$ cat src/rtl/tcr_pkg.sv
// Register map, field positions, reset values and mode codes of the timer.
package tcr_pkg;
  // Printed offsets are word indices; the byte address is four times one.
  localparam logic [9:0] IDX_CONTROL = 10'h0c8;
  localparam logic [9:0] IDX_MODE = 10'h0c9;
  localparam logic [9:0] IDX_RELOAD_LO = 10'h0ca;
  localparam logic [9:0] IDX_RELOAD_HI = 10'h0cb;
  localparam logic [9:0] IDX_COUNT_LO = 10'h0cc;
  localparam logic [9:0] IDX_COUNT_HI = 10'h0cd;
  localparam logic [9:0] IDX_IRQ_STATUS = 10'h0d0;
  localparam logic [9:0] IDX_IRQ_MASK = 10'h0d1;
  localparam logic [9:0] IDX_BIT_ACCESS = 10'h0d2;

  // Control, mode and interrupt register fields.
  localparam int CTL_OVERFLOW = 7;
  localparam int CTL_EXTERNAL = 6;
  localparam int CTL_RX_CLK = 5;
  localparam int CTL_TX_CLK = 4;
  localparam int CTL_EXT_EN = 3;
  localparam int CTL_RUN = 2;
  localparam int CTL_COUNTER = 1;
  localparam int CTL_CAPTURE = 0;
  localparam int MODE_DOWN_EN = 0;
  localparam int IRQ_OVERFLOW = 0;
  localparam int IRQ_EXTERNAL = 1;
  localparam int IRQ_W = 2;
  // Bit access word: bit number in the low bits, value above it.
  localparam int BITACC_SEL_LSB = 0;
  localparam int BITACC_SEL_W = 3;
  localparam int BITACC_VALUE = 8;

  localparam logic [7:0] CONTROL_RESET = 8'h00;
  localparam logic [15:0] COUNT_RESET = 16'h0000;
  localparam logic [15:0] RELOAD_RESET = 16'h0000;
  localparam logic [15:0] COUNT_MAX = 16'hffff;
  localparam logic [15:0] COUNT_ONE = 16'h0001;
  localparam logic [15:0] COUNT_WRAP = 16'h0000;

  localparam int PIN_COUNT = 0;
  localparam int PIN_TRIGGER = 1;
  localparam int NUM_PINS = 2;
  localparam int MIN_ADDR_W = 12;

  typedef enum logic [1:0] {
    TCR_CAPTURE = 2'b00,
    TCR_RELOAD = 2'b01,
    TCR_UPDOWN = 2'b10,
    TCR_BAUD = 2'b11
  } tcr_mode_t;

  function automatic logic reg_hit(logic [9:0] word, logic [9:0] idx);
    return word == idx;
  endfunction
endpackage

$ cat src/rtl/tcr_pin_if.sv
// Synchronised pin levels and falling-edge pulses between timer modules.
`timescale 1ns/100ps
interface tcr_pin_if #(parameter int N = 2);
  logic [N-1:0] level;
  logic [N-1:0] fall;
  modport src (output level, output fall);
  modport dst (input level, input fall);
endinterface

$ cat src/rtl/tcr_timer.sv
// Sixteen-bit timer with capture, auto-reload and baud select over APB.
`timescale 1ns/100ps
module tcr_timer #(
  parameter int ADDR_W = 12
) (
  input wire logic pclk,
  input wire logic presetn,
  input wire logic ce,
  input wire logic psel,
  input wire logic penable,
  input wire logic pwrite,
  input wire logic [ADDR_W-1:0] paddr,
  input wire logic [31:0] pwdata,
  output logic [31:0] prdata,
  output logic pready,
  output logic pslverr,
  input wire logic count_input_pin,
  input wire logic trigger_pin,
  input wire logic timer1_overflow,
  output logic uart_rx_baud,
  output logic uart_tx_baud,
  output logic irq
);
  if (ADDR_W < tcr_pkg::MIN_ADDR_W) begin : g_bad_addr
    $error("ADDR_W too small for the register map");
  end

  tcr_pin_if #(.N(tcr_pkg::NUM_PINS)) pins ();

  tcr_pin_sync #(.N(tcr_pkg::NUM_PINS)) u_sync (
    .pclk(pclk),
    .presetn(presetn),
    .ce(ce),
    .pin_in({trigger_pin, count_input_pin}),
    .sync(pins)
  );

  logic [31:0] prdata_reg, prdata_next;
  logic pready_reg, pready_next;
  logic pslverr_reg, pslverr_next;
  logic [7:0] control_reg, control_next;
  logic down_en_reg, down_en_next;
  logic [15:0] count_reg, count_next;
  logic [15:0] reload_reg, reload_next;
  logic [tcr_pkg::IRQ_W-1:0] status_reg, status_next;
  logic [tcr_pkg::IRQ_W-1:0] mask_reg, mask_next;
  logic rx_baud_reg, rx_baud_next;
  logic tx_baud_reg, tx_baud_next;
  logic irq_reg, irq_next;

  logic [9:0] word;
  logic setup, wr;
  logic [31:0] rdata;
  logic mapped;
  tcr_pkg::tcr_mode_t mode;
  logic baud, tick, count_up, trig, wrap, ovf_set;
  logic ctl_wr, bit_wr, count_wr, reload_wr;
  logic [tcr_pkg::BITACC_SEL_W-1:0] bit_sel;
  logic [tcr_pkg::IRQ_W-1:0] irq_set;

  assign word = paddr[11:2];
  assign setup = psel & ~penable;
  // Writes land only at the access edge where the slave shows ready.
  assign wr = psel & penable & pready_reg & pwrite & ce;
  assign ctl_wr = wr & tcr_pkg::reg_hit(word, tcr_pkg::IDX_CONTROL);
  assign bit_wr = wr & tcr_pkg::reg_hit(word, tcr_pkg::IDX_BIT_ACCESS);
  assign count_wr = wr & (tcr_pkg::reg_hit(word, tcr_pkg::IDX_COUNT_LO) |
                          tcr_pkg::reg_hit(word, tcr_pkg::IDX_COUNT_HI));
  assign reload_wr = wr & (tcr_pkg::reg_hit(word, tcr_pkg::IDX_RELOAD_LO) |
                           tcr_pkg::reg_hit(word, tcr_pkg::IDX_RELOAD_HI));
  assign bit_sel = pwdata[tcr_pkg::BITACC_SEL_LSB +: tcr_pkg::BITACC_SEL_W];

  // Mode decode; serial baud use overrides every other mode.
  always_comb begin
    baud = control_reg[tcr_pkg::CTL_RX_CLK] |
           control_reg[tcr_pkg::CTL_TX_CLK];
    if (baud) begin
      mode = tcr_pkg::TCR_BAUD;
    end else if (control_reg[tcr_pkg::CTL_CAPTURE]) begin
      mode = tcr_pkg::TCR_CAPTURE;
    end else if (down_en_reg & control_reg[tcr_pkg::CTL_EXT_EN]) begin
      mode = tcr_pkg::TCR_UPDOWN;
    end else begin
      mode = tcr_pkg::TCR_RELOAD;
    end
  end

  always_comb begin
    tick = control_reg[tcr_pkg::CTL_RUN] &
           (control_reg[tcr_pkg::CTL_COUNTER] ?
            pins.fall[tcr_pkg::PIN_COUNT] : 1'b1);
    count_up = (mode == tcr_pkg::TCR_UPDOWN) ?
               pins.level[tcr_pkg::PIN_TRIGGER] : 1'b1;
    // In up/down the trigger pin sets direction and loads nothing.
    trig = control_reg[tcr_pkg::CTL_EXT_EN] &
           pins.fall[tcr_pkg::PIN_TRIGGER] &
           (mode == tcr_pkg::TCR_CAPTURE ||
            mode == tcr_pkg::TCR_RELOAD);
    wrap = tick & (count_up ? (count_reg == tcr_pkg::COUNT_MAX)
                            : (count_reg == reload_reg));
    ovf_set = wrap & ~baud;
    irq_set = '0;
    irq_set[tcr_pkg::IRQ_OVERFLOW] = ovf_set;
    irq_set[tcr_pkg::IRQ_EXTERNAL] = trig &
                                     (mode != tcr_pkg::TCR_UPDOWN);
  end

  // Register read mux, sampled in the setup cycle.
  always_comb begin
    rdata = '0;
    mapped = 1'b1;
    if (tcr_pkg::reg_hit(word, tcr_pkg::IDX_CONTROL)) begin
      rdata[7:0] = control_reg;
    end else if (tcr_pkg::reg_hit(word, tcr_pkg::IDX_MODE)) begin
      rdata[tcr_pkg::MODE_DOWN_EN] = down_en_reg;
    end else if (tcr_pkg::reg_hit(word, tcr_pkg::IDX_RELOAD_LO)) begin
      rdata[7:0] = reload_reg[7:0];
    end else if (tcr_pkg::reg_hit(word, tcr_pkg::IDX_RELOAD_HI)) begin
      rdata[7:0] = reload_reg[15:8];
    end else if (tcr_pkg::reg_hit(word, tcr_pkg::IDX_COUNT_LO)) begin
      rdata[7:0] = count_reg[7:0];
    end else if (tcr_pkg::reg_hit(word, tcr_pkg::IDX_COUNT_HI)) begin
      rdata[7:0] = count_reg[15:8];
    end else if (tcr_pkg::reg_hit(word, tcr_pkg::IDX_IRQ_STATUS)) begin
      rdata[tcr_pkg::IRQ_W-1:0] = status_reg;
    end else if (tcr_pkg::reg_hit(word, tcr_pkg::IDX_IRQ_MASK)) begin
      rdata[tcr_pkg::IRQ_W-1:0] = mask_reg;
    end else if (!tcr_pkg::reg_hit(word, tcr_pkg::IDX_BIT_ACCESS)) begin
      mapped = 1'b0;
    end
  end

  always_comb begin
    pready_next = setup;
    pslverr_next = setup & ~mapped;
    prdata_next = setup ? rdata : prdata_reg;
    control_next = control_reg;
    if (ctl_wr) begin
      control_next = pwdata[7:0];
    end
    if (bit_wr) begin
      control_next[bit_sel] = pwdata[tcr_pkg::BITACC_VALUE];
    end
    // Hardware sets win over a software clear in the same cycle.
    if (ovf_set) begin
      control_next[tcr_pkg::CTL_OVERFLOW] = 1'b1;
    end
    if (trig) begin
      control_next[tcr_pkg::CTL_EXTERNAL] = 1'b1;
    end
    down_en_next = down_en_reg;
    if (wr & tcr_pkg::reg_hit(word, tcr_pkg::IDX_MODE)) begin
      down_en_next = pwdata[tcr_pkg::MODE_DOWN_EN];
    end

    count_next = count_reg;
    reload_next = reload_reg;
    if (tick) begin
      if (!count_up) begin
        count_next = wrap ? tcr_pkg::COUNT_MAX
                          : count_reg - tcr_pkg::COUNT_ONE;
      end else if (!wrap) begin
        count_next = count_reg + tcr_pkg::COUNT_ONE;
      end else if (mode == tcr_pkg::TCR_CAPTURE) begin
        count_next = tcr_pkg::COUNT_WRAP;
      end else begin
        count_next = reload_reg;
      end
    end
    if (trig & (mode == tcr_pkg::TCR_RELOAD)) begin
      count_next = reload_reg;
    end
    if (trig & (mode == tcr_pkg::TCR_CAPTURE)) begin
      reload_next = count_reg;
    end
    // A software write to a byte beats the hardware update of that byte.
    if (wr & tcr_pkg::reg_hit(word, tcr_pkg::IDX_COUNT_LO)) begin
      count_next[7:0] = pwdata[7:0];
    end
    if (wr & tcr_pkg::reg_hit(word, tcr_pkg::IDX_COUNT_HI)) begin
      count_next[15:8] = pwdata[7:0];
    end
    if (wr & tcr_pkg::reg_hit(word, tcr_pkg::IDX_RELOAD_LO)) begin
      reload_next[7:0] = pwdata[7:0];
    end
    if (wr & tcr_pkg::reg_hit(word, tcr_pkg::IDX_RELOAD_HI)) begin
      reload_next[15:8] = pwdata[7:0];
    end

    mask_next = mask_reg;
    if (wr & tcr_pkg::reg_hit(word, tcr_pkg::IDX_IRQ_MASK)) begin
      mask_next = pwdata[tcr_pkg::IRQ_W-1:0];
    end
    status_next = status_reg;
    if (wr & tcr_pkg::reg_hit(word, tcr_pkg::IDX_IRQ_STATUS)) begin
      status_next = status_reg & ~pwdata[tcr_pkg::IRQ_W-1:0];
    end
    status_next = status_next | irq_set;
    irq_next = |(status_reg & mask_reg);
    rx_baud_next = control_reg[tcr_pkg::CTL_RX_CLK] ?
                   wrap : timer1_overflow;
    tx_baud_next = control_reg[tcr_pkg::CTL_TX_CLK] ?
                   wrap : timer1_overflow;
  end

  always_ff @(posedge pclk or negedge presetn) begin
    if (!presetn) begin
      prdata_reg <= '0;
      pready_reg <= 1'b0;
      pslverr_reg <= 1'b0;
      control_reg <= tcr_pkg::CONTROL_RESET;
      down_en_reg <= 1'b0;
      count_reg <= tcr_pkg::COUNT_RESET;
      reload_reg <= tcr_pkg::RELOAD_RESET;
      status_reg <= '0;
      mask_reg <= '0;
      rx_baud_reg <= 1'b0;
      tx_baud_reg <= 1'b0;
      irq_reg <= 1'b0;
    end else if (ce) begin
      prdata_reg <= prdata_next;
      pready_reg <= pready_next;
      pslverr_reg <= pslverr_next;
      control_reg <= control_next;
      down_en_reg <= down_en_next;
      count_reg <= count_next;
      reload_reg <= reload_next;
      status_reg <= status_next;
      mask_reg <= mask_next;
      rx_baud_reg <= rx_baud_next;
      tx_baud_reg <= tx_baud_next;
      irq_reg <= irq_next;
    end
  end

  assign prdata = prdata_reg;
  assign pready = pready_reg;
  assign pslverr = pslverr_reg;
  assign uart_rx_baud = rx_baud_reg;
  assign uart_tx_baud = tx_baud_reg;
  assign irq = irq_reg;
endmodule

$ cat src/rtl/tcr_pin_sync.sv
// Two-stage synchroniser and falling-edge detector for the timer pins.
`timescale 1ns/100ps
module tcr_pin_sync #(
  parameter int N = 2
) (
  input wire logic pclk,
  input wire logic presetn,
  input wire logic ce,
  input wire logic [N-1:0] pin_in,
  tcr_pin_if.src sync
);
  logic [N-1:0] meta_reg, meta_next;
  logic [N-1:0] stab_reg, stab_next;
  logic [N-1:0] prev_reg, prev_next;

  always_comb begin
    meta_next = ce ? pin_in : meta_reg;
    stab_next = ce ? meta_reg : stab_reg;
    prev_next = ce ? stab_reg : prev_reg;
  end

  // Idle-high reset makes a pin held low at start show one falling edge.
  always_ff @(posedge pclk or negedge presetn) begin
    if (!presetn) begin
      meta_reg <= '1;
      stab_reg <= '1;
      prev_reg <= '1;
    end else begin
      meta_reg <= meta_next;
      stab_reg <= stab_next;
      prev_reg <= prev_next;
    end
  end

  for (genvar gi = 0; gi < N; gi++) begin : g_pin
    assign sync.level[gi] = stab_reg[gi];
    assign sync.fall[gi] = prev_reg[gi] & ~stab_reg[gi];
  end
endmodule

$ cat config.mk
export PLATFORM = sky130hd
export DESIGN_NAME = tcr_timer
export DESIGN_NICKNAME = d
export VERILOG_FILES = /design/src/rtl/tcr_pkg.sv /design/src/rtl/tcr_pin_if.sv /design/src/rtl/tcr_timer.sv /design/src/rtl/tcr_pin_sync.sv
export SDC_FILE = /design/constraint.sdc
export NUM_CORES = 1
export LEC_CHECK = 0
export BUFFER_PORTS_ARGS = -buffer_cell sky130_fd_sc_hd__clkbuf_2
export CAP_MARGIN = 5
export CORE_MARGIN = 3
export CORE_UTILIZATION = 45
export CTS_BUF_LIST = sky130_fd_sc_hd__clkbuf_2 sky130_fd_sc_hd__clkbuf_4 sky130_fd_sc_hd__clkbuf_8
export CTS_CLUSTER_DIAMETER = 30
export DETAILED_ROUTE_END_ITERATION = 8
export GPL_TIMING_DRIVEN = 0
export HOLD_SLACK_MARGIN = 0.05
export PLACE_DENSITY = 0.81
export SLEW_MARGIN = 20
export SYNTH_ARGS = -nofsm -noshare
export SYNTH_HDL_FRONTEND = slang
export SYNTH_SLANG_ARGS = --single-unit
$ cat constraint.sdc
create_clock -name pclk -period 2.6 [get_ports pclk]
set_input_delay 0 -clock pclk [delete_from_list [all_inputs] [get_ports pclk]]
set_output_delay 0 -clock pclk [all_outputs]
set_load 0.05 [all_outputs]
# [Yosys cells after proc, flatten, opt, wreduce, memory -nomap -nowiden]
# Index checks and enable logic that the tools add are counted.
[classes] n_addsub=2 multipliers=0 div_mod_pow=0 order_cmp=2 n_eq_ne=14 n_shift=0 muxes=46 bitwise=36 n_reduce_logical=15
[ops] operator="$mux W16" count=7
[ops] operator="$eq A10 B8 Y1 const B" count=9
[ops] operator="$mux W8" count=10
[ops] operator="$and A1 B1 Y1" count=26
[ops] operator="$mux W1" count=18
[ops] operator="$add A16 B1 Y16 const B" count=1
[ops] operator="$eq A16 B16 Y1" count=1
[ops] operator="$eq A16 B16 Y1 const B" count=1
[ops] operator="$sub A16 B1 Y16 const B" count=1
[ops] operator="$mux W2" count=7
[ops] operator="$reduce_and A2 Y1" count=7
[ops] operator="$bwmux W8" count=1
[ops] operator="$mux W7" count=1
[ops] operator="$mux W6" count=1
[ops] operator="$reduce_bool A3 Y1" count=2
[ops] operator="$not A1 Y1" count=5
[ops] operator="$and A2 B2 Y2" count=2
[ops] operator="$lt A3 B4 Y1 const B" count=1
[ops] operator="$reduce_bool A2 Y1" count=2
[ops] operator="$demux W1 S3" count=1
[ops] operator="$ge A3 B1 Y1 const B" count=1
[ops] operator="$eq A2 B1 Y1 const B" count=1
[ops] operator="$eq A2 B2 Y1 const B" count=1
[ops] operator="$logic_not A2 Y1" count=1
[ops] operator="7 further kinds" count=7
[totals] ff_bits=64 latch_bits=0 mem_bits_rw=0 rom_bits=0 input_bits=53 out_inout_bits=37 word_cells=132 n_memories=0

# [Longest topological paths before layout]
# Gate-level depths: netlist of run 1.
[depth] word_depth=13 depth_mapped=11 depth_no_buf=8

# [Modules after synthesis]
# From an unflattened synthesis of run 1, not the netlist that was laid out.
[hier_totals] hier_cells=648 hier_area_um2=5121.2
[by_module_without_submodules] module="tcr_timer" instances=1 cells_per_inst=633 area_per_inst_um2=4849.7 seq_area_each_um2=1451.4
[by_module_without_submodules] module="tcr_pin_sync" instances=1 cells_per_inst=15 area_per_inst_um2=271.5 seq_area_each_um2=157.7

# [Worst setup path after synthesis of run 1]
# OpenSTA, ideal clock, no wires.
[synth_path] path_kind="flip-flop to flip-flop" startpoint="register control_reg[5]" endpoint="register count_reg[0]" setup_time_ns=0.141 arrival_ns=2.687 t_required_ns=2.459 path_slack_ns=-0.228 stages_incl_launch_ff=10 n_path_buf=1 period_less_slack_ns=2.828 path_cell_list="dfrtp_1 -> or3_1 -> buf_2 -> o31a_1 -> a2111o_1 -> a2111o_1 -> nor3_4 -> nor3_1 -> a2111oi_1 -> o22ai_1"
[synth_between] elab_chain_cells=11 word_cells_on_any_way=20 cone_classes="2 x eq/ne; 10 x mux; 4 x bitwise; 4 x reduce/logical"
[synth_lines] item="start: declaration" line="tcr_timer.sv:41" text="logic [7:0] control_reg, control_next;"
[synth_lines] item="start signal: assignment" line="tcr_timer.sv:211" text="control_reg <= tcr_pkg::CONTROL_RESET;"
[synth_lines] item="start signal: assignment" line="tcr_timer.sv:224" text="control_reg <= control_next;"
[synth_lines] item="$or A1 B1 Y1 (*)" line="tcr_timer.sv:75" text="baud = control_reg[tcr_pkg::CTL_RX_CLK] |"
[synth_lines] item="$mux W2 (*)" line="tcr_timer.sv:77" text="if (baud) begin"
[synth_lines] item="$eq A2 B2 Y1" line="tcr_timer.sv:92" text="count_up = (mode == tcr_pkg::TCR_UPDOWN) ?"
[synth_lines] item="$mux W1" line="tcr_timer.sv:92"
[synth_lines] item="$mux W1" line="tcr_timer.sv:99" text="wrap = tick & (count_up ? (count_reg == tcr_pkg::COUNT_MAX)"
[synth_lines] item="$and A1 B1 Y1" line="tcr_timer.sv:99"
[synth_lines] item="$mux W16, on equally long branches" line="tcr_timer.sv:160, tcr_timer.sv:162"
[synth_lines] item="$mux W16" line="tcr_timer.sv:159" text="if (!count_up) begin"
[synth_lines] item="$mux W16" line="tcr_timer.sv:158" text="if (tick) begin"
[synth_lines] item="$mux W16" line="tcr_timer.sv:170" text="if (trig & (mode == tcr_pkg::TCR_RELOAD)) begin"
[synth_lines] item="$mux W8" line="tcr_timer.sv:177" text="if (wr & tcr_pkg::reg_hit(word, tcr_pkg::IDX_COUNT_LO)) begin"
[synth_lines] item="end signal: assignment" line="tcr_timer.sv:213" text="count_reg <= tcr_pkg::COUNT_RESET;"
[synth_lines] item="end signal: assignment" line="tcr_timer.sv:226" text="count_reg <= count_next;"
[synth_lines] item="end: declaration" line="tcr_timer.sv:43" text="logic [15:0] count_reg, count_next;"
# Every way passes the cells marked *; elsewhere a longest branch is shown, timed or not. The select of a mux whose other input is x is not followed.
# A chain may end at the register's enable or synchronous reset.

# [Worst setup path after layout of run 1]
[layout_path] startpoint="register control_reg[4]" endpoint="register count_reg[14]"
[layout_between] elab_chain_cells=11 word_cells_on_any_way=20 cone_classes="2 x eq/ne; 10 x mux; 4 x bitwise; 4 x reduce/logical"
[layout_lines] item="$or A1 B1 Y1 (*)" line="tcr_timer.sv:75"
[layout_lines] item="$mux W2 (*)" line="tcr_timer.sv:77"
[layout_lines] item="$eq A2 B2 Y1" line="tcr_timer.sv:92"
[layout_lines] item="$mux W1" line="tcr_timer.sv:92"
[layout_lines] item="$mux W1" line="tcr_timer.sv:99"
[layout_lines] item="$and A1 B1 Y1" line="tcr_timer.sv:99"
[layout_lines] item="$mux W16, on equally long branches" line="tcr_timer.sv:160, tcr_timer.sv:162"
[layout_lines] item="$mux W16" line="tcr_timer.sv:159"
[layout_lines] item="$mux W16" line="tcr_timer.sv:158"
[layout_lines] item="$mux W16" line="tcr_timer.sv:170"
[layout_lines] item="$mux W8" line="tcr_timer.sv:180" text="if (wr & tcr_pkg::reg_hit(word, tcr_pkg::IDX_COUNT_HI)) begin"
# Marked as above.

==> impl_results.md, run 1 <==
- WS Path Type: flop to flop
- Pin count of the biggest net entering global routing: 39
- DR iter-0 viols: 769
- Number of nets with antenna violations after routing: 0
- Slew margin rel.: 0.417
- CP max FO: 7
- Most frequent cells in the layout: a21oi_1 (60), nand2_1 (54), nor2_1 (52), dfrtp_1 (50), buf_4 (42)
- Yosys warns: 0
- Status: finished with violations
- Final HPWL DP: 13.0 mm
- Post-Synth Adder-Cell Area: 0.00500
- Post-synth ARST share: 1.00
- Mapped Cells: 621
- First-pass GRT wire length: a little under 30 mm
- 1st-pass router iterations: 5
- Rows: 37
- IO Count: 90
- Leakage: 0.00261 uW
- Synth Area in Simple Gates: 0.220
- Slew Viols, Final: 0
- Most common cell after layout, fill and taps aside: a21oi_1
- Synth Area per Inst: ~8 um^2
- CP top delay family: compound AO/OA/AOI/OAI gates
- Fill cells: just over 900
- Cell total after placement: 817
- Hold WS: ~98 ps
- Htree depth: 3
- Final WS setup: -300 ps
- CP endpoint kind: flop
- Synth Register Bits: 64
- Total gr overflow: 0
- P per Cell Area: between 500 and 600 nW/um^2
- Cell count along the critical path: 10
- Post-synthesis xor/xnor area fraction: 0.0420
- End of the critical path: count_reg[14]
- Mux contribution to synthesized area: 0.0844
- Share of layout cells above drive strength 1: 0.252
- Port-buffer cells: 36
- Delay of the slowest critical-path stage: 460 ps
- Total number of vias: 5597
- Initial antenna violation count: 0
- Crit path buffers/inverters: 2
- Max Clock Skew: ~9.5 ps
- Total core area: 10600 um^2
- Area grow syn2layout: 24.9%
- Worst Setup Start Kind: flop
- Hold Path Class: input pin to flop
- Crit path cell chain: or3_4, o31a_1, a2111o_1, a2111o_1, nor3_4, buf_6, buf_6, nor2_2, a311oi_1, o31ai_1
- Worst EP required: 2840 ps
- Register Area: roughly 1600 um^2
- Combinational family with the most area after synthesis: compound AO/OA/AOI/OAI gates
- Max frequency: 345 MHz
- CTS tree: built
- Post-synth EDFFs: 0
- DIE AREA: 12400 um^2
- Clock Tree Buf Depth: 2
- Starting density of the core: 0.475
- DRT Wirelength: approximately 19 mm
- Clock slew at reported path FFs: 90 ps
- R2r worst-path depth: 10
- CTS root buffer: clkbuf_8
- Die width: 112 um
- Footprint of the multi-input gates: 3310 um^2
- Reg-to-reg slack, setup: -300 ps
- Minimum clock period after layout: 2900 ps
- Die Y: 112 um
- Reg-to-Reg Start: control_reg[4]
- DR vias/cell: 6.52
- Register area share after synthesis: 0.321
- NumNets Final: 772
- Final non-filler cell total: between 800 and 900
- Clock sink count: 64
- N_diodes: 0
- Endpoints failing setup: 19
- RSZ-0062 raised after global routing: yes
- Worst reg2reg endpoint: count_reg[14]
- Violated checks: negative setup slack
- Gr usage total: 0.298
- IR drop worst, VDD: 0.368 mV
- Vias in the first global route: approximately 5400
- Mapped Area: 5010 um^2
- Fin. Hold Viols: 0
- Crit path launch: control_reg[4]
- Slowest CP cell: or3_4
- Drc violations: 0
- Final Wtd Congestion: approximately 0.99
- Skew-Pair Late Insertion Delay: 360 ps
- Routed len/inst: 22.1 um
- Compound-Gate Fraction of Synth Area: 0.244
- Worst Max-Slew Pin Slew: roughly 870 ps
- CTS buffer count: 9
- Arrival @ worst endpoint: 3150 ps
- Post-synth top flop: dfrtp_1
- Fin crit share: 1.12
- Max-Cap Viols: 0
- Yosys cell types: 76
[report_power, final]
part           total [uW]  internal, uW  switching (uW)
Combinational        1080           383             695
Sequential           1190          1080             114
Clock                1120           649             474
[Yosys cell counts, drive strengths merged, types with 4 or more instances]
master / n / area, um^2
nand3: 22 / 110
nor3: 18 / 111
o31ai: 5 / 37.5
or3: 5 / 31.3
nor4: 6 / 37.5
inv: 9 / 33.8
nor2: 58 / 220
xor2: 11 / 96.3
a21oi: 62 / 310
o221ai: 7 / 61.3
or4: 4 / 30.0
o22ai: 9 / 56.3
dfrtp: 58 / 1450
xnor2: 13 / 114
o21ai: 34 / 170
nand4: 6 / 37.5
and4: 4 / 35.0
clkbuf: 41 / 154
nand3b: 4 / 30.0
a311oi: 6 / 52.6
a31oi: 4 / 25.0
buf: 33 / 225
dfstp: 6 / 158
a22oi: 13 / 97.6
nand2: 59 / 221
and3: 6 / 37.5
mux2i: 31 / 310
nand2b: 7 / 43.8
nor2b: 5 / 31.3
mux2: 10 / 113
[metrics by stage]
step | utilization | setup TNS (ps) | instance area (um^2) | total power [uW] | setup slack (ps)
2_1_floorplan | - | -1650 | 5110 | 1870 | -202
3_3_place_gp | 0.518 | -11150 | 5460 | 2140 | -696
3_5_place_dp | 0.520 | -11650 | 5490 | 2170 | -673
4_1_cts | 0.574 | -2460 | 6060 | 3320 | -213
5_1_grt | 0.593 | -5320 | 6250 | 3520 | -356
6_report | 0.593 | -3360 | 6250 | 3400 | -300
[how the worst min path moves through the flow]
stage,depth (start not counted),start,end,slack [ps]
global route,3,pwdata[5],reload_reg[13],100
detailed placement,1,presetn,uart_rx_baud,-10
CTS,3,pwdata[7],reload_reg[7],70
floorplan,0,presetn,control_reg[0],-300
global placement,2,count_input_pin,u_sync.meta_reg[0],230
finish,4,pwdata[0],control_reg[4],100
[layout make-up]
cell class                 instances  area share
tap                              136      0.0272
clock buffer                       9      0.0198
multi-input combinational        497       0.529
clock inverter                     7      0.0200
timing repair buffer              68      0.0792
buffer                            68      0.0604
inverter                           9     0.00540
sequential                        64       0.259
[metal layers]
metal / share of wire / track usage
met1: 0.37 / 0.401
met2: 0.44 / 0.446
met3: 0.13 / 0.0750
met4: 0.049 / 0.148
met5: 0 / 0
[kinds of logic after synthesis]
logic type,Yosys count
flops,64
fa+ha+maj,2
compound gates,187
buf+inv,83
xor+xnor,24
mux,41
other cells,1
simple gates,219
[timing repair]
item	4_1_cts	5_1_grt
hold buffers	5	0
setup buffers	20	6
hold endpoints to repair	69	0
gates resized for setup	38	39
pin swaps	18	17
setup endpoints to repair	20	36
[tightest hold or removal path, delay by kind of cell]
kind,cells,cell delay (ps)
buf+inv,1,90
simple gates,2,230
compound gates,1,110
(Power assumes the default switching activity.)
==> run 2: changes to the inputs <==
--- a/config.mk
+++ b/config.mk
@@ -14,8 +14,9 @@
 export DETAILED_ROUTE_END_ITERATION = 8
 export GPL_TIMING_DRIVEN = 0
 export HOLD_SLACK_MARGIN = 0.05
-export PLACE_DENSITY = 0.81
+export PLACE_DENSITY = 0.79
 export SLEW_MARGIN = 20
 export SYNTH_ARGS = -nofsm -noshare
 export SYNTH_HDL_FRONTEND = slang
 export SYNTH_SLANG_ARGS = --single-unit
+export TNS_END_PERCENT = 5
==> constraint.sdc (replaced) <==
create_clock -name pclk -period 3.4 [get_ports pclk]
set_input_delay 0 -clock pclk [delete_from_list [all_inputs] [get_ports pclk]]
set_output_delay 0 -clock pclk [all_outputs]
set_load 0.05 [all_outputs]
==> run 2 against run 1 <==
The run now ends clean. Wire length down 4.0%. Critical path depth unchanged. Power down 26%. Register-to-register slack better by 400 ps. Worst hold slack worse by 39 ps. Sequential power down 26%. Via count down 3.2%. Critical path type unchanged. Critical endpoint is now count_reg[9].
==> impl_results.md, run 2 (synthesis results as in run 1) <==
- Status: finished clean
- Clock sink count: 64 (unchanged)
- Final Wtd Congestion: 0.992 (about the same)
- Final HPWL DP: 13.3 mm (+2.6%)
- Vias in the first global route: 5137 (-4.0%)
- Number of nets with antenna violations after routing: 0 (unchanged)
- Slew Viols, Final: 0 (unchanged)
- Fill cells: 992 (+6.1%)
- Worst reg2reg endpoint: count_reg[9]
- NumNets Final: 755 (-2.2%)
- Pin count of the biggest net entering global routing: 50 (+28%)
- Max Clock Skew: 13.8 ps (+4.31 ps)
- DR vias/cell: 6.44 (-1.2%)
- Area grow syn2layout: 16.5%
- CTS buffer count: 9 (unchanged)
- Die Y: 112 um (unchanged)
- Arrival @ worst endpoint: 3520 ps (+370 ps)
- Final Util: 0.553 (-0.0396)
- Worst Setup Start Kind: flop
- Initial antenna violation count: 0 (unchanged)
- Htree depth: 3 (unchanged)
- Most frequent cells in the layout: a21oi_1 (62), nand2_1 (59), nor2_1 (57), dfrtp_1 (56), clkbuf_1 (41)
- Reg-to-reg slack, setup: 100 ps (+400 ps)
- Register Area: 1610 um^2 (-0.46%)
- P per Cell Area: 431 nW/um^2 (-21%)
- Endpoints failing setup: 0 (-19)
- Gr usage total: 0.287 (-0.0109)
- Skew-Pair Late Insertion Delay: 360 ps (about the same)
- First-pass GRT wire length: 28.2 mm (-3.4%)
- CP max FO: 8 (+1)
- WS Path Type: flop to flop
- Fin. Hold Viols: 0 (unchanged)
- Most common cell after layout, fill and taps aside: a21oi_1
- CP endpoint kind: flop
- CTS tree: built
- R2r worst-path depth: 10 (unchanged)
- Reg-to-Reg Start: control_reg[5]
- Die width: 112 um (unchanged)
- DR iter-0 viols: 655 (-15%)
- CTS root buffer: clkbuf_8
- IR drop worst, VDD: 0.286 mV (-22%)
- Clock Tree Buf Depth: 2 (unchanged)
- Share of layout cells above drive strength 1: 0.166 (-0.0861)
- DIE AREA: 12400 um^2 (unchanged)
- Total power: 2520 uW (-26%)
- Worst EP required: 3630 ps (+790 ps)
- Minimum clock period after layout: 3300 ps (+397 ps)
- Max-Cap Viols: 0 (unchanged)
- DRT Wirelength: 18.2 mm (-4.0%)
- IO Count: 90 (unchanged)
- Routed len/inst: 21.7 um (-2.1%)
- Leakage: 0.00245 uW (-6.2%)
- Total gr overflow: 0 (unchanged)
- Max frequency: 303 MHz (-12%)
- Clock slew at reported path FFs: 80 ps (about the same)
- Fin crit share: 0.970 (-0.146)
- Worst Max-Slew Pin Slew: 1070 ps (+200 ps)
- Total core area: 10600 um^2 (unchanged)
- Port-buffer cells: 36 (unchanged)
- Total number of vias: 5419 (-3.2%)
- Drc violations: 0 (unchanged)
- 1st-pass router iterations: 5 (unchanged)
- Starting density of the core: 0.475 (unchanged)
- Hold Path Class: input pin to async pin
- Slew margin rel.: 0.284 (-0.133)
- Rows: 37 (unchanged)
- Footprint of the multi-input gates: 3100 um^2 (-6.2%)
- N_diodes: 0 (unchanged)
-- run 2: cell types whose count changed in the layout (fill, tap and decap cells not counted), sizes merged --
cell | before | now
clkbuf | 83 | 87
buf | 57 | 36
-- run 2: power breakdown --
part	internal, uW	switching (uW)
Clock	496	335
Combinational	273	528
Sequential	827	56.5
Total	1600	919
-- run 2: timing repair --
item,4_1_cts,5_1_grt
setup endpoints to repair,2,11
hold endpoints to repair,68,0
hold buffers,5,0
buffers inserted,0,4
pin swaps,0,1
gates resized for setup,1,7
-- run 2: stage by stage --
stage | TNS [ps] | std cells | worst slack [ps] | area (um^2) | hold WS (ps)
6_report | 0 | 841 | 102 | 5840 | 59.5
5_1_grt | -0.131 | 841 | -0.131 | 5840 | 61.2
4_1_cts | 0 | 838 | 60.7 | 5780 | 57.9
3_5_place_dp | -79.0 | 817 | -56.8 | 5480 | -92.4
3_3_place_gp | -127 | 816 | -70.3 | 5450 | 236
2_1_floorplan | 0 | 644 | 572 | 5090 | -296
-- run 2: worst max-delay path by stage --
stage / endpoint / slack [ps] / from / cells after the start
after floorplan: count_reg[0] / 570 / control_reg[5] / 9
after global placement: count_reg[1] / -70 / control_reg[5] / 10
after detailed placement: count_reg[9] / -60 / control_reg[5] / 9
after CTS: count_reg[0] / 60 / control_reg[5] / 9
after global routing: count_reg[13] / -0.1 / control_reg[5] / 10
final: count_reg[9] / 100 / control_reg[5] / 10
-- run 2: per-layer routing --
| layer | routed length [um] | GRT usage |
|---|---|---|
| met2 | 8160 | 0.444 |
| met1 | 7200 | 0.391 |
| met5 | 0 | 0 |
| met3 | 2290 | 0.0793 |
| met4 | 574 | 0.0941 |
-- run 2: final cells by class --
type,instances,share of cell area
multi-input cells,497,0.532
flip-flops and latches,64,0.276
plain buffers,73,0.0647
repair buffers,46,0.0497
well taps,136,0.0292
clock inverters,7,0.0214
clock buffers,9,0.0212
inverters,9,0.00579
-- run 2: worst max-delay path, stage by stage (launching register included) --
cell and delay, ps:
dfrtp_2 490, or3_1 400, buf_2 200, o31a_1 310, a2111o_1 360, a2111o_1 380, nor3_4 360, buf_4 210
nor2_1 50, a311oi_1 260, o31ai_1 150
==> run 3: changes to the inputs <==
--- a/config.mk
+++ b/config.mk
@@ -7,6 +7,7 @@
 export LEC_CHECK = 0
 export BUFFER_PORTS_ARGS = -buffer_cell sky130_fd_sc_hd__clkbuf_2
 export CAP_MARGIN = 5
+export CORE_ASPECT_RATIO = 1.5
 export CORE_MARGIN = 3
 export CORE_UTILIZATION = 45
 export CTS_BUF_LIST = sky130_fd_sc_hd__clkbuf_2 sky130_fd_sc_hd__clkbuf_4 sky130_fd_sc_hd__clkbuf_8
==> run 3 against run 2 <==
Sequential cell count stayed put. Register-to-register slack hardly changed. Clock-buffer cell count stayed put. Critical path type unchanged. Non-clock buffer count stayed put. Clock skew is 1.7 ps lower. Clock power is 2.5% lower. Worst hold slack better by 1.7 ps. Critical path depth is 1 lower. Worst setup slack better by 6.1 ps. First-iteration DRC count is 27% lower. Wire length is 0.75% higher. Die area is 0.21% higher.
==> impl_results.md, run 3 (synthesis results as in run 1) <==
- Worst Setup Start Kind: flop
- Routed len/inst: 21.6 um (-0.20%)
- WS Path Type: flop to flop
- Vias in the first global route: 5088 (-0.95%)
- Crit path buffers/inverters: 1 (-1)
- N_diodes: 0 (unchanged)
- Die Y: 135 um (+21%)
- Total number of vias: 5188 (-4.3%)
- Final HPWL DP: 13.7 mm (+3.2%)
- Final Wtd Congestion: 0.970 (-2.1%)
- Highest Signal Layer: met4
- Sequential power share: 0.356 (+0.005)
- Initial antenna violation count: 0 (unchanged)
- Clock slew at reported path FFs: 80 ps (about the same)
- Switching Share: 0.362 (-0.00392)
- Crit path cell chain: nor3_2, nand2_1, or4_1, a21bo_2, nor4b_2, buf_4, mux2i_1, o221ai_1, a21oi_1
- Dpl cell area: 5480 um^2 (about the same)
- Minimum clock period after layout: 3290 ps (-6.12 ps)
- Most common cell after layout, fill and taps aside: a21oi_1
- Max Clock Skew: 12.1 ps (-1.73 ps)
- Die width: 92.1 um (-17%)
- Share of layout cells above drive strength 1: 0.166 (unchanged)
- P_int: 1580 uW (-0.72%)
- Number of nets with antenna violations after routing: 0 (unchanged)
- Worst hold start: pwdata[8]
- Final Util: 0.543 (-0.0101)
- Routed wl met3: 1.24 mm (-46%)
- Port-buffer cells: 36 (unchanged)
- Endpoints failing setup: 0 (unchanged)
- Area grow syn2layout: 16.0%
- Most frequent cells in the layout: a21oi_1 (62), nand2_1 (59), dfrtp_1 (58), nor2_1 (56), clkbuf_1 (41)
- Worst Max-Slew Pin Slew: 1100 ps (+31.1 ps)
- Hold Path Class: input pin to flop
- Slew margin rel.: 0.262 (-0.0220)
- CTS buffer count: 9 (unchanged)
- Starting density of the core: 0.468 (-0.00666)
- CP endpoint kind: flop
- Crit path launch: control_reg[5]
- Slew Viols, Final: 0 (unchanged)
- Max frequency: 304 MHz (+0.19%)
- Final Cell Area: 5810 um^2 (-0.43%)
- Clock share of power: 0.326 (-0.004)
- Routed met2 length: 9.01 mm (+10%)
- Total core area: 10700 um^2 (+1.4%)
- IR drop worst, VDD: 0.404 mV (+41%)
- Htree depth: 3 (unchanged)
- Fill cells: 1025 (+3.3%)
- Worst EP required: 3680 ps (+50 ps)
- Arrival @ worst endpoint: 3570 ps (+50 ps)
- Pin count of the biggest net entering global routing: 43 (-14%)
- Rows: 46 (+24%)
- Total gr overflow: 0 (unchanged)
- CP max FO: 10 (+2)
- Setup TNS: 0 ps (unchanged)
- DIE AREA: 12500 um^2 (+0.21%)
- CP top delay family: simple AND/OR/NAND/NOR gates
- IO Count: 90 (unchanged)
- Fin crit share: 0.968 (-0.00180)
- Clock Tree Buf Depth: 2 (unchanged)
- Slowest CP cell: nor4b_2
- Gr usage total: 0.296 (+0.00897)
- RSZ-0062 raised after global routing: yes
- Reg-to-Reg Start: control_reg[5]
- CTS tree: built
- Drc violations: 0 (unchanged)
- Cell total after placement: 825 (+0.98%)
- Comb power frac: 0.318 (about the same)
- Clock sink count: 64 (unchanged)
- First-pass GRT wire length: 28.1 mm (-0.29%)
- Final non-filler cell total: 849 (+0.95%)
- Status: finished clean
- NumNets Final: 755 (unchanged)
- DRT Wirelength: 18.4 mm (+0.75%)
- Leakage: 0.00243 uW (-1.0%)
- P per Cell Area: 427 nW/um^2 (-0.90%)
- Skew-Pair Late Insertion Delay: 350 ps (about the same)
- DR iter-0 viols: 476 (-27%)
- P_sw: 897 uW (-2.4%)
- Total power: 2480 uW (-1.3%)
- Fin. Hold Viols: 0 (unchanged)
- DR vias/cell: 6.11 (-5.2%)
- Max-Cap Viols: 0 (unchanged)
- Delay of the slowest critical-path stage: 530 ps (+40 ps)
- CTS root buffer: clkbuf_8
- 1st-pass router iterations: 9 (+4)
- Metal-1 WL: 6.79 mm (-5.6%)
run 3: power by group through the flow:
stage / clock [uW] / sequential, uW / combinational (uW)
final: 810 / 883 / 789
after global routing: 844 / 888 / 858
after CTS: 817 / 879 / 773
after detailed placement: 0 / 894 / 765
after global placement: 0 / 892 / 753
after floorplan: 0 / 890 / 540
run 3: area by class of cell:
cell class,instances,area [um^2],share of cell area
sequential,64,1610,0.277
buffer,74,383,0.0659
timing repair buffer,45,273,0.0469
inverter,9,33.8,0.00581
clock inverter,7,120,0.0207
clock buffer,9,124,0.0213
tap,144,180,0.0310
multi-input combinational,497,3090,0.532
run 3: metrics by stage:
stage / worst slack [ps] / hold slack [ps]
after CTS: 22.7 / 51.5
final: 108 / 61.2
after floorplan: 572 / -296
after global routing: -49.3 / 88.9
after detailed placement: 22.6 / -37.3
after global placement: -34.5 / 236
run 3: layer usage:
layer / vias up / global-route usage
met4: 0 / 0.202
met3: 76 / 0.0434
li1: 2394 / -
met2: 272 / 0.508
met5: - / 0
met1: 2446 / 0.337
run 3: worst reg2reg max path, cell delays in order (launching register included):
cell	delay [ps]
dfrtp_1	470
nor3_2	470
nand2_1	160
or4_1	520
a21bo_2	240
nor4b_2	530
buf_4	330
mux2i_1	210
o221ai_1	130
a21oi_1	160
run 3: repair_timing:
action,CTS,global route
resized for setup,1,5
hold endpoints to repair,62,0
pin swaps,0,1
setup buffers,0,4
hold buffers,4,0
setup endpoints to repair,2,11
run 3: worst paths after layout:
path                                      endpoint  slack, ps  cells after the start
worst max-delay path                  count_reg[1]        110                      9
worst min-delay path                control_reg[5]         60                      3
worst max register to register        count_reg[1]        110                      9
worst min register to register           prdata[0]        490                      2
max in group asynchronous       u_sync.prev_reg[0]       2650                      3
min in group asynchronous             count_reg[9]        120                      2
